$ cat config.mk
export PLATFORM = sky130hd
export DESIGN_NAME = host_access_lock
export DESIGN_NICKNAME = d
export VERILOG_FILES = /design/src/inc/lock_pkg.sv /design/src/logic/lock_gate.sv /design/src/logic/lock_irq.sv /design/src/logic/host_access_lock.sv
export VERILOG_INCLUDE_DIRS = /design/src /design/src/inc
export SDC_FILE = /design/constraint.sdc
export NUM_CORES = 1
export LEC_CHECK = 0
export BUFFER_PORTS_ARGS = -buffer_cell sky130_fd_sc_hd__buf_2
export CAP_MARGIN = 20
export CORE_MARGIN = 1.5
export CORE_UTILIZATION = 34
export CTS_CLUSTER_SIZE = 25
export DETAILED_ROUTE_END_ITERATION = 10
export HOLD_SLACK_MARGIN = 0.15
export RECOVER_POWER = 100
export SLEW_MARGIN = 20
export SYNTH_ARGS = -nofsm -noshare
export SYNTH_HDL_FRONTEND = slang
export SYNTH_SLANG_ARGS = --single-unit
$ cat constraint.sdc
create_clock -name CLK -period 2.25 [get_ports CLK]
set_input_delay 0.1125 -clock CLK [delete_from_list [all_inputs] [get_ports CLK]]
set_output_delay 0.1125 -clock CLK [all_outputs]
set_load 0.01 [all_outputs]
$ cat src/inc/lock_cfg.svh
/*
 * constants for the host access lock block: register offsets, lock bit
 * positions, reset values.
 * assumes inclusion by bare name from the gate, the top design file and the testbench.
 */
`ifndef LOCK_CFG_SVH
`define LOCK_CFG_SVH
`define OFS_LOCK_ONE 8'h05
`define ADDR_LOCK_ONE 8'h14
`define ADDR_BUS_CFG 8'h20
`define ADDR_IRQ_STATUS 8'h24
`define ADDR_IRQ_ENABLE 8'h28
`define ADDR_IRQ_CLEAR 8'h2c
`define ADDR_MOD_ENABLE 8'h30
`define ADDR_VIOL_INFO 8'h34
`define BIT_CONFIG_LOCK 7
`define BIT_KBD_LOCK 4
`define BIT_SER1_LOCK 3
`define BIT_SER2_LOCK 2
`define BIT_PAR_LOCK 1
`define BIT_FDC_LOCK 0
`define LOCK_WRITE_MASK 8'h9f
`define LOCK_RESET 8'h00
`define BUS_CFG_RESET 2'h0
`define MOD_ENABLE_RESET 8'h00
`define IRQ_VIOL_BIT 0
`define IRQ_LOCK_CHG_BIT 1
`define RESP_OKAY 2'h0
`define RESP_SLVERR 2'h2
`endif

$ cat src/inc/lock_pkg.sv
/*
 * types shared by the host access lock design files.
 * assumes nothing beyond the constants header.
 */
package lock_pkg;
    typedef enum logic [1:0]
    {
        VIOL_IGNORE = 2'b00,
        VIOL_ERROR = 2'b01,
        VIOL_ALL_ONES = 2'b10,
        VIOL_RESERVED = 2'b11
    } viol_mode_e;
    typedef enum logic [1:0]
    {
        WR_IDLE = 2'b00,
        WR_RESP = 2'b01
    } wr_state_e;
    typedef logic [7:0] lock_t;
endpackage

$ cat src/logic/lock_gate.sv
/*
 * per module access gate: decides whether an LPC access may pass, flags a
 * violation, and forces the module active while its lock bit is set.
 * assumes one lock bit and one enable pair per module, synchronous inputs.
 */
`timescale 1ns/1ps
`include "lock_cfg.svh"
module lock_gate
    import lock_pkg::*;
#(
    parameter int N = 8
)
(
    input wire logic [N-1:0] lock,
    input wire logic [N-1:0] act_bit,
    input wire logic global_en,
    input wire logic [N-1:0] lpc_sel,
    input wire logic [N-1:0] smb_sel,
    output logic [N-1:0] lpc_grant,
    output logic [N-1:0] smb_grant,
    output logic [N-1:0] viol_hit,
    output logic [N-1:0] active
);
    genvar g;
    generate
        for (g = 0; g < N; g++)
        begin : gate
            assign lpc_grant[g] = lpc_sel[g] & ~lock[g];
            assign viol_hit[g] = lpc_sel[g] & lock[g];
            assign smb_grant[g] = smb_sel[g];
            assign active[g] = lock[g] | (act_bit[g] & global_en);
        end
    endgenerate
endmodule

$ cat src/logic/lock_irq.sv
/*
 * sticky event status with enable and write-one-to-clear; set wins over clear.
 * assumes single-cycle event pulses.
 */
`timescale 1ns/1ps
module lock_irq
#(
    parameter int N = 2
)
(
    input wire logic CLK,
    input wire logic RST_N,
    input wire logic [N-1:0] event_in,
    input wire logic [N-1:0] clear,
    input wire logic [N-1:0] enable,
    output logic [N-1:0] status,
    output logic irq
);
    logic [N-1:0] next_status;
    assign next_status = (status & ~clear) | event_in;
    always_ff @(posedge CLK or negedge RST_N)
    begin
        if (!RST_N)
        begin
            status <= '0;
            irq <= 1'b0;
        end
        else
        begin
            status <= next_status;
            irq <= |(next_status & enable);
        end
    end
endmodule

$ cat src/logic/host_access_lock.sv
/*
 * host access lock register one with its LPC gating, violation flagging,
 * module forced activation and an AXI4-Lite register slave.
 * assumes LPC and serial-bus decode strobes are one-cycle, synchronous to CLK.
 */
// Register access over AXI4-Lite is this design's own decision.
// Operation
// lock register clears to 00h on reset, all modules unlocked.
// a zero lock bit leaves its module open to LPC accesses.
// bit 7 set blocks LPC access to configuration module.
// locked LPC access answers per violation response mode field.
// each locked LPC access sets the lock violation flag.
// bit 4 set blocks LPC access to keyboard/mouse controller.
// a set lock bit forces its module active over enables.
// bit 3 locks serial port one, overriding its fast-disable bit.
// bit 2 locks serial port two like serial port one.
// bit 1 locks the parallel port like serial port one.
// bit 0 locks the floppy controller like serial port one.
// serial management bus accesses pass regardless of locks.
`timescale 1ns/1ps
`include "lock_cfg.svh"
module host_access_lock
    import lock_pkg::*;
(
    input wire logic CLK,
    input wire logic RST_N,
    input wire logic [7:0] AWADDR,
    input wire logic AWVALID,
    output logic AWREADY,
    input wire logic [31:0] WDATA,
    input wire logic [3:0] WSTRB,
    input wire logic WVALID,
    output logic WREADY,
    output logic [1:0] BRESP,
    output logic BVALID,
    input wire logic BREADY,
    input wire logic [7:0] ARADDR,
    input wire logic ARVALID,
    output logic ARREADY,
    output logic [31:0] RDATA,
    output logic [1:0] RRESP,
    output logic RVALID,
    input wire logic RREADY,
    input wire logic [7:0] LPC_SEL,
    input wire logic [7:0] SMB_SEL,
    input wire logic SER1_FAST_DISABLE,
    input wire logic SER2_FAST_DISABLE,
    output logic [7:0] LPC_GRANT,
    output logic [7:0] SMB_GRANT,
    output logic LPC_VIOL,
    output logic [1:0] LPC_VIOL_MODE,
    output logic [7:0] MOD_ACTIVE,
    output logic LOCK_VIOLATION_FLAG,
    output logic IRQ
);
    lock_t host_access_lock_one;
    logic [1:0] lock_violation_response_mode;
    lock_t mod_enable;
    logic global_module_enable;
    lock_t last_viol_sel;
    logic [1:0] irq_status;
    logic [1:0] irq_enable;
    logic irq_line;

    // write channel
    wr_state_e wr_state;
    logic aw_held;
    logic w_held;
    logic [7:0] aw_addr;
    logic [31:0] w_data;
    logic [3:0] w_strb;
    wire aw_take = AWVALID & AWREADY;
    wire w_take = WVALID & WREADY;
    wire have_aw = aw_held | aw_take;
    wire have_w = w_held | w_take;
    wire [7:0] wr_addr = aw_held ? aw_addr : AWADDR;
    wire [31:0] wr_data = w_held ? w_data : WDATA;
    wire [3:0] wr_strb = w_held ? w_strb : WSTRB;
    wire wr_fire = (wr_state == WR_IDLE) & have_aw & have_w;
    wire wr_lock = wr_fire & (wr_addr == `ADDR_LOCK_ONE) & wr_strb[0];
    wire wr_cfg = wr_fire & (wr_addr == `ADDR_BUS_CFG) & wr_strb[0];
    wire wr_ien = wr_fire & (wr_addr == `ADDR_IRQ_ENABLE) & wr_strb[0];
    wire wr_iclr = wr_fire & (wr_addr == `ADDR_IRQ_CLEAR) & wr_strb[0];
    wire wr_men = wr_fire & (wr_addr == `ADDR_MOD_ENABLE) & wr_strb[0];
    wire wr_ok = (wr_addr == `ADDR_LOCK_ONE) | (wr_addr == `ADDR_BUS_CFG)
        | (wr_addr == `ADDR_IRQ_ENABLE) | (wr_addr == `ADDR_IRQ_CLEAR)
        | (wr_addr == `ADDR_MOD_ENABLE) | (wr_addr == `ADDR_IRQ_STATUS)
        | (wr_addr == `ADDR_VIOL_INFO);
    wire [1:0] iclr_bits = wr_iclr ? wr_data[1:0] : 2'h0;

    always_ff @(posedge CLK or negedge RST_N)
    begin
        if (!RST_N)
        begin
            aw_held <= 1'b0;
            w_held <= 1'b0;
            aw_addr <= 8'h00;
            w_data <= 32'h0;
            w_strb <= 4'h0;
            wr_state <= WR_IDLE;
            BVALID <= 1'b0;
            BRESP <= `RESP_OKAY;
        end
        else
        begin
            if (aw_take)
            begin
                aw_held <= 1'b1;
                aw_addr <= AWADDR;
            end
            if (w_take)
            begin
                w_held <= 1'b1;
                w_data <= WDATA;
                w_strb <= WSTRB;
            end
            if (wr_fire)
            begin
                aw_held <= 1'b0;
                w_held <= 1'b0;
                wr_state <= WR_RESP;
                BVALID <= 1'b1;
                BRESP <= wr_ok ? `RESP_OKAY : `RESP_SLVERR;
            end
            else if (BVALID && BREADY)
            begin
                BVALID <= 1'b0;
                wr_state <= WR_IDLE;
            end
        end
    end
    assign AWREADY = (wr_state == WR_IDLE) & ~aw_held;
    assign WREADY = (wr_state == WR_IDLE) & ~w_held;

    // read channel
    logic [31:0] rd_mux;
    logic rd_ok;
    always_comb
    begin
        rd_ok = 1'b1;
        case (ARADDR)
            `ADDR_LOCK_ONE: rd_mux = {24'h0, host_access_lock_one};
            `ADDR_BUS_CFG: rd_mux = {30'h0, lock_violation_response_mode};
            `ADDR_IRQ_STATUS: rd_mux = {30'h0, irq_status};
            `ADDR_IRQ_ENABLE: rd_mux = {30'h0, irq_enable};
            `ADDR_IRQ_CLEAR: rd_mux = 32'h0;
            `ADDR_MOD_ENABLE: rd_mux = {24'h0, mod_enable};
            `ADDR_VIOL_INFO: rd_mux = {24'h0, last_viol_sel};
            default:
            begin
                rd_mux = 32'h0;
                rd_ok = 1'b0;
            end
        endcase
    end
    assign ARREADY = ~RVALID;
    always_ff @(posedge CLK or negedge RST_N)
    begin
        if (!RST_N)
        begin
            RVALID <= 1'b0;
            RDATA <= 32'h0;
            RRESP <= `RESP_OKAY;
        end
        else if (ARVALID && ARREADY)
        begin
            RVALID <= 1'b1;
            RDATA <= rd_mux;
            RRESP <= rd_ok ? `RESP_OKAY : `RESP_SLVERR;
        end
        else if (RVALID && RREADY)
        begin
            RVALID <= 1'b0;
        end
    end

    // lock, configuration and module enable registers
    always_ff @(posedge CLK or negedge RST_N)
    begin
        if (!RST_N)
        begin
            host_access_lock_one <= `LOCK_RESET;
            lock_violation_response_mode <= `BUS_CFG_RESET;
            mod_enable <= `MOD_ENABLE_RESET;
            global_module_enable <= 1'b0;
            irq_enable <= 2'h0;
        end
        else
        begin
            if (wr_lock)
                host_access_lock_one <= wr_data[7:0] & `LOCK_WRITE_MASK;
            if (wr_cfg)
                lock_violation_response_mode <= wr_data[1:0];
            if (wr_men)
            begin
                mod_enable <= wr_data[7:0];
                global_module_enable <= wr_data[8];
            end
            if (wr_ien)
                irq_enable <= wr_data[1:0];
        end
    end

    // per-module activation bits, serial ports also gated by fast disable
    wire [7:0] act_bits;
    assign act_bits[`BIT_SER1_LOCK] = mod_enable[`BIT_SER1_LOCK] & ~SER1_FAST_DISABLE;
    assign act_bits[`BIT_SER2_LOCK] = mod_enable[`BIT_SER2_LOCK] & ~SER2_FAST_DISABLE;
    assign act_bits[7:4] = mod_enable[7:4];
    assign act_bits[1:0] = mod_enable[1:0];

    wire [7:0] grant_c;
    wire [7:0] smb_c;
    wire [7:0] viol_c;
    wire [7:0] active_c;
    lock_gate #(.N(8)) u_gate
    (
        .lock(host_access_lock_one),
        .act_bit(act_bits),
        .global_en(global_module_enable),
        .lpc_sel(LPC_SEL),
        .smb_sel(SMB_SEL),
        .lpc_grant(grant_c),
        .smb_grant(smb_c),
        .viol_hit(viol_c),
        .active(active_c)
    );
    wire viol_any = |viol_c;

    lock_irq #(.N(2)) u_irq
    (
        .CLK(CLK),
        .RST_N(RST_N),
        .event_in({wr_lock, viol_any}),
        .clear(iclr_bits),
        .enable(irq_enable),
        .status(irq_status),
        .irq(irq_line)
    );

    always_ff @(posedge CLK or negedge RST_N)
    begin
        if (!RST_N)
        begin
            LPC_GRANT <= 8'h00;
            SMB_GRANT <= 8'h00;
            LPC_VIOL <= 1'b0;
            LPC_VIOL_MODE <= 2'h0;
            MOD_ACTIVE <= 8'h00;
            last_viol_sel <= 8'h00;
            IRQ <= 1'b0;
        end
        else
        begin
            LPC_GRANT <= grant_c;
            SMB_GRANT <= smb_c;
            LPC_VIOL <= viol_any;
            LPC_VIOL_MODE <= lock_violation_response_mode;
            MOD_ACTIVE <= active_c;
            if (viol_any)
                last_viol_sel <= viol_c;
            IRQ <= irq_line;
        end
    end
    assign LOCK_VIOLATION_FLAG = irq_status[`IRQ_VIOL_BIT];

    chk_reset_clear: assert property (@(posedge CLK) $rose(RST_N) |-> host_access_lock_one == 8'h00)
        else $error("lock register not clear after reset");
    chk_open_grant: assert property (@(posedge CLK) disable iff (!RST_N)
        (LPC_SEL[0] && !host_access_lock_one[0]) |=> LPC_GRANT[0])
        else $error("unlocked access not granted");
    chk_config_block: assert property (@(posedge CLK) disable iff (!RST_N)
        (LPC_SEL[7] && host_access_lock_one[7]) |=> !LPC_GRANT[7] && LPC_VIOL)
        else $error("config module not blocked");
    chk_viol_mode: assert property (@(posedge CLK) disable iff (!RST_N)
        viol_any |=> LPC_VIOL && LPC_VIOL_MODE == $past(lock_violation_response_mode))
        else $error("violation mode not presented");
    chk_viol_flag: assert property (@(posedge CLK) disable iff (!RST_N)
        viol_any |=> LOCK_VIOLATION_FLAG)
        else $error("violation flag not set");
    chk_kbd_block: assert property (@(posedge CLK) disable iff (!RST_N)
        (LPC_SEL[4] && host_access_lock_one[4]) |=> !LPC_GRANT[4] && LPC_VIOL)
        else $error("keyboard module not blocked");
    chk_kbd_active: assert property (@(posedge CLK) disable iff (!RST_N)
        host_access_lock_one[4] |=> MOD_ACTIVE[4])
        else $error("locked keyboard module not active");
    chk_force_active: assert property (@(posedge CLK) disable iff (!RST_N)
        host_access_lock_one[3] |=> MOD_ACTIVE[3])
        else $error("locked serial port one not active");
    chk_ser_one_block: assert property (@(posedge CLK) disable iff (!RST_N)
        (LPC_SEL[3] && host_access_lock_one[3]) |=> !LPC_GRANT[3] && LPC_VIOL)
        else $error("serial port one not blocked");
    chk_ser_two_lock: assert property (@(posedge CLK) disable iff (!RST_N)
        host_access_lock_one[2] |=> MOD_ACTIVE[2] && !LPC_GRANT[2])
        else $error("locked serial port two not active or still granted");
    chk_par_block: assert property (@(posedge CLK) disable iff (!RST_N)
        (LPC_SEL[1] && host_access_lock_one[1]) |=> !LPC_GRANT[1] && MOD_ACTIVE[1])
        else $error("parallel port not blocked");
    chk_floppy_block: assert property (@(posedge CLK) disable iff (!RST_N)
        (LPC_SEL[0] && host_access_lock_one[0]) |=> !LPC_GRANT[0] && LPC_VIOL)
        else $error("floppy controller not blocked");
    chk_smb_pass: assert property (@(posedge CLK) disable iff (!RST_N)
        SMB_SEL[2] |=> SMB_GRANT[2])
        else $error("serial bus access blocked");
    cov_violation: cover property (@(posedge CLK) disable iff (!RST_N) LPC_VIOL);
    cov_lock_write: cover property (@(posedge CLK) disable iff (!RST_N) wr_lock);
    cov_irq: cover property (@(posedge CLK) disable iff (!RST_N) IRQ);
    cov_fast_override: cover property (@(posedge CLK) disable iff (!RST_N)
        SER1_FAST_DISABLE && MOD_ACTIVE[3]);
endmodule

# [Yosys cells after proc, flatten, opt, wreduce, memory -nomap -nowiden]
# Cells that the tools add are included.
[word_totals] register_bits=116 wordCells=135 out_inout_bits=70
[op_classes] muxes=18 eq_ne=14 n_reduce_logical=11 bitwise_logic=67
[op_table] op="equality test 8 x 6 -> 1 bit (second input constant)" count=12
[op_table] op="case mux 8 bit (6 select lines)" count=1
[op_table] op="AND 1 bit" count=38
[op_table] op="equality test 8 x 5 -> 1 bit (second input constant)" count=2
[op_table] op="OR 1 bit" count=14
[op_table] op="inverter 1 bit" count=11
[op_table] op="2-to-1 mux 1 bit" count=10
[op_table] op="2-to-1 mux 2 bit" count=5
[op_table] op="2-to-1 mux 9 bit" count=1
[op_table] op="2-to-1 mux 8 bit" count=1
[op_table] op="nonzero test 2 bit" count=4
[op_table] op="OR reduction 7 bit" count=1
[op_table] op="OR reduction 6 bit" count=1
[op_table] op="AND 2 bit" count=2
[op_table] op="logical AND 1 bit" count=3
[op_table] op="logical NOT 2 bit" count=1
[op_table] op="inverter 2 bit" count=1
[op_table] op="OR 2 bit" count=1
[op_table] op="OR reduction 2 bit" count=1

# [Logic depth before layout (Yosys ltp)]
# Gate-level depths: netlist (run 1).
[depth] depth_word=14 ltp_mapped=6 ltp_nobuf=5

# [By module]
# Synthesis (run 1) repeated with hierarchy kept, for this count alone.
[hier_totals] hier_cells=327 hier_area_um2=4117.7
[by_module_without_submodules] module="host_access_lock" area_per_inst_um2=3779.9 cells_each=286 seq_area_each_um2=2177.1 instances=1
[by_module_without_submodules] module="lock_gate" area_per_inst_um2=231.5 cells_each=33 seq_area_each_um2=0.0 instances=1
[by_module_without_submodules] module="lock_irq" area_per_inst_um2=106.4 cells_each=8 seq_area_each_um2=75.1 instances=1

# [Least setup slack after synthesis (run 1)]
# Ideal clock, no wire load.
[synth_path] path_type="register to register" from="reg BVALID (netlist name)" to="reg global_module_enable" path_buffers=1 stages_incl_launch_ff=7 required_ns=2.125 arrival_ns=1.800 setup_slack_ns=0.325 cell_sequence="dfrtp_1 o21bai_1 nor3_4 o21ai_2 or3_1 buf_6 mux2_4"
[synth_lines] item="end signal: assignment" line="host_access_lock.sv:197" rtl="global_module_enable <= wr_data[8];"
[synth_lines] item="end: declaration" line="host_access_lock.sv:59" rtl="logic global_module_enable;"

# [Final worst setup path (run 1)]
[layout_path] from="in AWADDR[0]" to="reg mod_enable[1]"
[layout_between] elab_chain_len=4
[layout_rtl] item="start: declaration" line="host_access_lock.sv:27" rtl="input wire logic [7:0] AWADDR,"
[layout_rtl] item="2-to-1 mux 8 bit" line="host_access_lock.sv:76" rtl="wire [7:0] wr_addr = aw_held ? aw_addr : AWADDR;"
[layout_rtl] item="equality test 8 x 6 -> 1 bit (no source line)"
[layout_rtl] item="AND 1 bit (2 in series)" line="host_access_lock.sv:84" rtl="wire wr_men = wr_fire & (wr_addr == `ADDR_MOD_ENABLE) & wr_strb[0];"
[layout_rtl] item="end signal: assignment" line="host_access_lock.sv:184" rtl="mod_enable <= `MOD_ENABLE_RESET;"
[layout_rtl] item="end signal: assignment" line="host_access_lock.sv:196" rtl="mod_enable <= wr_data[7:0];"
[layout_rtl] item="end: declaration" line="host_access_lock.sv:58" rtl="lock_t mod_enable;"
# Every way passes these cells.
# A chain may end at the register's enable or synchronous reset.

==> results of run 1 <==
==> layout by cell type, fill, tap and decap left out, drive strengths merged, types with 4 or more instances in the layout <==
cell	n
a22o	6
mux2	46
dlygate4sd3	39
nor2	7
nand2	16
buf	48
dfrtp	88
o21ai	13
nor3	5
nor2b	11
a21o	5
clkbuf	64
inv	7
a222oi	4
nand2b	4
conb	26
==> worst paths after layout <==
kind,startpoint,endpoint,slack (ns),cells past startpoint
min in group asynchronous,RST_N,w_data[6],0.41,2
min,AWVALID,w_held,0.15,3
min reg2reg,u_irq.irq,IRQ,0.35,0
max,AWADDR[0],mod_enable[1],0.12,8
max in group asynchronous,RST_N,LPC_VIOL_MODE[0],0.56,3
max reg2reg,aw_addr[0],mod_enable[1],0.13,6
==> cell type report <==
type                       instances  share of cell area
clock inverter                     6              0.0137
timing repair buffer             141               0.171
clock buffer                      10              0.0454
multi-input combinational        193               0.294
inverter                           6             0.00447
tap                              140              0.0347
sequential                        88               0.437
==> flip-flops by register name, summed over array words and instances (netlist names), 2 cells and up <==
name,count
RDATA,8
lock_violation_response_mode,2
mod_enable,8
aw_addr,8
irq_enable,2
LPC_GRANT,8
u_irq.status,2
SMB_GRANT,8
MOD_ACTIVE,8
last_viol_sel,6
host_access_lock_one,6
LPC_VIOL_MODE,2
w_data,9
==> routing by layer <==
layer	track usage	routed length, µm	vias to the layer above	share of wire
li1	-	-	1305	-
met1	0.198	3910	1356	0.46
met2	0.240	3970	80	0.47
met3	0.0225	396	10	0.047
met4	0.0584	134	0	0.016
met5	0	0	-	0
==> what timing repair did <==
item	CTS	global route
hold endpoints to repair	133	0
gates resized for setup	0	1
hold buffers	39	0
endpoints found under the setup margin	0	7
==> cell families (layout without fill, tap and decap cells) <==
| family | Yosys count | count (layout) |
|---|---|---|
| AOI/OAI and AO/OA | 51 | 51 |
| buffers and inverters | 41 | 163 |
| DFF | 88 | 88 |
| muxes | 50 | 50 |
| other | 1 | 26 |
| and+or+nand+nor | 66 | 66 |
==> critical path: cells and delay by family <==
kind | cells | cell delay [ns]
AND/OR/NAND/NOR | 3 | 0.94
buffers and inverters | 3 | 0.86
AO/OA/AOI/OAI | 1 | 0.11
multiplexers | 1 | 0.32
==> Yosys cell counts, types with 4 or more instances <==
cell       n
a21o_1     5
clkbuf_1   8
mux2_4     9
buf_4     26
mux2_2    37
nor2_1     7
inv_1      6
nand2_1   16
a222oi_1   4
o21ai_0   12
nor3_1     4
nor2b_1   11
dfrtp_1   88
nand2b_1   4
a22o_1     6
==> report_power, final <==
group / internal, mW / switching (mW)
registers: 1.93 / 0.247
clock network: 0.866 / 0.606
logic: 0.597 / 0.525
total: 3.39 / 1.38
==> metrics by stage <==
stage | instance area (µm²) | util | hold slack [ns]
final | 5040 | 0.459 | 0.154
after global routing | 5040 | 0.459 | 0.160
after CTS | 5130 | 0.468 | 0.152
after detailed placement | 4450 | 0.405 | 0.0814
after global placement | 4450 | 0.405 | 0.0739
after floorplan | 3960 | - | -0.183
==> results.yml, run 1 <==
status:
  outcome: "finished clean"
yosys:
  synth_top_family_by_area: "multiplexers"
  synth_mux_area_frac: 0.159
  synth-seq-area-share: 0.569
  synthXorXnorAreaFrac: 0
  netlist_instances: 297
  synth_area_um2: 3870
  ys_ff_latch: 88
  synth_top_cell_by_area: "dfrtp_1"
  yosys.area_share.simple: 0.106
  synth_fa_ha_area_frac: 0
  synth_compound_area_frac: 0.0973
  synth-edff-count: 0
  ys.flop_type: "dfrtp_1"
  synth.area.top_cells: "dfrtp_1 (57%), mux2_2 (11%), buf_4 (5.0%), mux2_4 (3.5%), nor2b_1 (1.8%)"
  yosysTopAreaCellShare: 0.569
  ys_types: 50
  postSynthAreaPerCell_um2: 13.0
  synthArstFlopShare: 1.00
  yosysWarnings: 0
clocking:
  cts_buffers: 9
  clk_pin_slew_ns: 0.06
  cts_tree: "yes"
  root_buffer: "clkbuf_16"
  htree_num_levels: 3
  post-cts-setup-buffers: 0
  clk_latency_ns: 0.33
  clock_sinks: 88
  cts_buffer_depth: 2
global_route:
  overflow: 0
  grt_use_total: 0.148
  grt_pass1_vias: 2677
  grt_max_degree: 42
  antenna_found_initial: 0
  grt_pass1_wl_um: 13500
die:
  core_area_um2: 11000
  die_area_um2: 12000
  num_rows: 38
  initial_core_util: 0.352
  die_x_um: 110
  die_h_um: 110
  boundaryPins: 147
finish:
  multiInputGateArea_um2: 1480
  syn_to_final_growth_pct: 30.3
  instances_no_fill: 584
  layout-drive-gt1-share: 0.266
  seq_area_um2: 2200
  diodes: 0
  final_net_count: 516
  fillers: 1036
run:
  cap_viol_max_count: 0
drt:
  num_vias: 2751
  first_iter_violations: 87
  drcViolationCount: 0
  vias_per_cell: 4.71
  ant_nets: 0
  firstDrtPassIters: 4
  routed_wl_um: 8410
  wl_per_cell_um: 14.4
sta:
  fin_crit_ns: 2.13
  timing.final.ws_setup_ns: 0.124
  setup_viol: 0
  fin_crit_sh: 0.945
  drv_slew: 0
  tightest_slew_ns: 0.945
  max_freq_mhz: 470
  rsz0062_at_grt: "no"
  hold_viol_final: 0
  relSlewSlack: 0.361
  fin_skew_ns: 0.00958
  finalSetupTns_ns: 0
place:
  placed_cells: 529
  hpwlAfterDp_um: 6060
  gp_congestion: 0.745
  place_ws_ns: 0.150
  port_buffers: 94
critical_path:
  cpMaxStageDelayCell: "dlygate4sd3_1"
  path_cells: "dlygate4sd3_1, buf_2, nor4_4, and3b_1, o21ai_2, or3_1, buf_4, mux2_1"
  slowest_delay_ns: 0.52
  worstSetupEndpointType: "flip-flop"
  worst-setup-path-type: "in2reg"
  crit_arrival_ns: 2.34
  worstSetupStartpointType: "input port"
  cp_max_fo: 9
  cp.required_ns: 2.47
power:
  powerDensity_nw_per_um2: 945
  p_leak_nw: 2.32
  p_total_mw: 4.77
  peakVddDrop_mv: 0.488
worst_hold_path:
  hold_path_class: "in2reg"
No activity file was read; power rests on OpenSTA's default activity.
==> run 2, diff against run 1 <==
- clock period: 2.25 -> 2.2 ns (I/O delays scaled with it)
==> run 2 against run 1 <==
Effect of this change: the run now ends with capacitance limit, slew limit left; critical path depth unchanged; register-to-register slack worse by 0.02 ns; utilization is 0.21 points higher; first-iteration DRC count did not move; count of clock-buffer cells in the layout stayed put; die area is the same; sequential share of layout area is 0.19 points lower; wire length rose by 1.2%; combinational power about the same; sequential power up 2%; largest cell class unchanged; highest routed layer unchanged.
==> results.yml, run 2 (synthesized netlist as in run 1, its figures left out) <==
place:
  port_buffers: 94
  hpwlAfterDp_um: 6060
  place_area_um2: 4450
  gp_congestion: 0.752
sta:
  setup_viol: 0
  relSlewSlack: -0.0871
  rsz0062_at_grt: "no"
  drv_slew: 31
  fin_skew_ns: 0.00497
  fin_crit_ns: 2.10
  fin_crit_sh: 0.957
  finalSetupTns_ns: 0
  max_freq_mhz: 475
  tightest_slew_ns: 1.63
  hold_viol_final: 0
clocking:
  clk_latency_ns: 0.34
  cts_buffers: 9
  clock_sinks: 88
  htree_num_levels: 3
  cts_buffer_depth: 2
  post-cts-setup-buffers: 0
  root_buffer: "clkbuf_16"
  cts_tree: "yes"
  clk_pin_slew_ns: 0.06
status:
  violations: "capacitance limit, slew limit"
  outcome: "finished, violations left"
finish:
  diodes: 0
  largest_reg_flops: 9
  fillers: 1036
  layout-drive-gt1-share: 0.272
  stdcell_area_um2: 5060
  final_net_count: 517
  final_common_cell: "dfrtp_1"
  mostFrequentLayoutCells: "dfrtp_1 (88), clkbuf_1 (51), buf_2 (46)"
  syn_to_final_growth_pct: 30.9
  regMostFlops: "w_data"
global_route:
  grt_max_degree: 40
  grt_use_total: 0.153
  overflow: 0
  antenna_found_initial: 0
  grt_pass1_wl_um: 14000
  grt_pass1_vias: 2754
die:
  core_area_um2: 11000
  num_rows: 38
  die_h_um: 110
  die_x_um: 110
  die_area_um2: 12000
  boundaryPins: 147
  initial_core_util: 0.352
drt:
  first_iter_violations: 87
  ant_nets: 0
  num_vias: 2744
  routed_wl_um: 8510
  wl_per_cell_um: 14.5
  firstDrtPassIters: 4
  vias_per_cell: 4.69
  drcViolationCount: 0
power:
  p_leak_nw: 2.34
  peakVddDrop_mv: 0.579
  powerDensity_nw_per_um2: 988
critical_path:
  worstSetupEndpointType: "flip-flop"
  cpMaxStageDelayCell: "dlygate4sd3_1"
  slowest_delay_ns: 0.53
  crit_arrival_ns: 2.32
  cp_max_fo: 9
  path_cells: "dlygate4sd3_1, buf_2, nor4_2, and3b_1, o21ai_2, or3_1, buf_4, mux2_1"
  worstSetupStartpointType: "input port"
  worst-setup-path-type: "in2reg"
  cp.required_ns: 2.42
run:
  cap_viol_max_count: 1
worst_hold_path:
  hold_path_class: "in2reg"
## run 2: changes by cell type in the layout (fill, tap and decap cells not counted), sizes merged
cell / previous run / this run
dlygate4sd3: 39 / 40
bufinv: 1 / 2
clkinvlp: 1 / 2
clkinv: 3 / 1
buf: 48 / 52
clkbuf: 64 / 60
## run 2: path summary, 6_finish.rpt
check / startpoint / slack (ns) / depth (start not counted) / end
worst max register to register: aw_addr[0] / 0.11 / 6 / mod_enable[0]
min in group asynchronous: RST_N / 0.72 / 2 / SMB_GRANT[5]
worst max-delay path: AWADDR[0] / 0.1 / 8 / mod_enable[0]
worst min-delay path: WVALID / 0.17 / 3 / w_held
worst min register to register: u_irq.irq / 0.35 / 0 / IRQ
max in group asynchronous: RST_N / 0.40 / 3 / RDATA[0]
## run 2: worst max-delay path, delay by kind of cell
family                 cells  cell delay [ns]
AOI/OAI and AO/OA          1             0.10
buffers and inverters      3             0.87
muxes                      1             0.32
and+or+nand+nor            3             0.93
## run 2: layer usage
layer | vias up | wire, µm | track usage
met1 | 1330 | 3870 | 0.207
met2 | 92 | 4060 | 0.243
met5 | - | 0 | 0
li1 | 1311 | - | -
met3 | 11 | 442 | 0.0368
met4 | 0 | 130 | 0.0482
## run 2: what timing repair did
action | in CTS | in global routing
hold buffers | 40 | 0
endpoints found under the hold margin | 135 | 0
resized for setup | 0 | 0
## run 2: where the power goes
group / leakage, nW / switching [mW] / internal, mW / total (mW)
clock: 0.149 / 0.634 / 1.00 / 1.63
sequential: 1.13 / 0.252 / 1.97 / 2.22
combinational: 1.06 / 0.537 / 0.611 / 1.15
## run 2: area by class of cell
cell class / count / area, µm² / area share
clock buffers: 10 / 229 / 0.0452
flip-flops and latches: 88 / 2200 / 0.435
clock inverters: 6 / 92.6 / 0.0183
repair buffers: 142 / 867 / 0.171
well taps: 140 / 175 / 0.0346
inverters: 6 / 22.5 / 0.00445
multi-input cells: 193 / 1480 / 0.291
## run 2: stage by stage
stage          setup slack, ns  hold slack, ns  std cells  power (mW)  utilization
2_1_floorplan            0.275          -0.186        322        3.02            -
3_3_place_gp             0.130          0.0616        529        3.35        0.405
3_5_place_dp             0.112          0.0685        529        3.40        0.405
4_1_cts                  0.101           0.169        585        5.11        0.471
5_1_grt                0.00931           0.191        585        5.28        0.461
6_report                0.0954           0.165        585        5.00        0.461
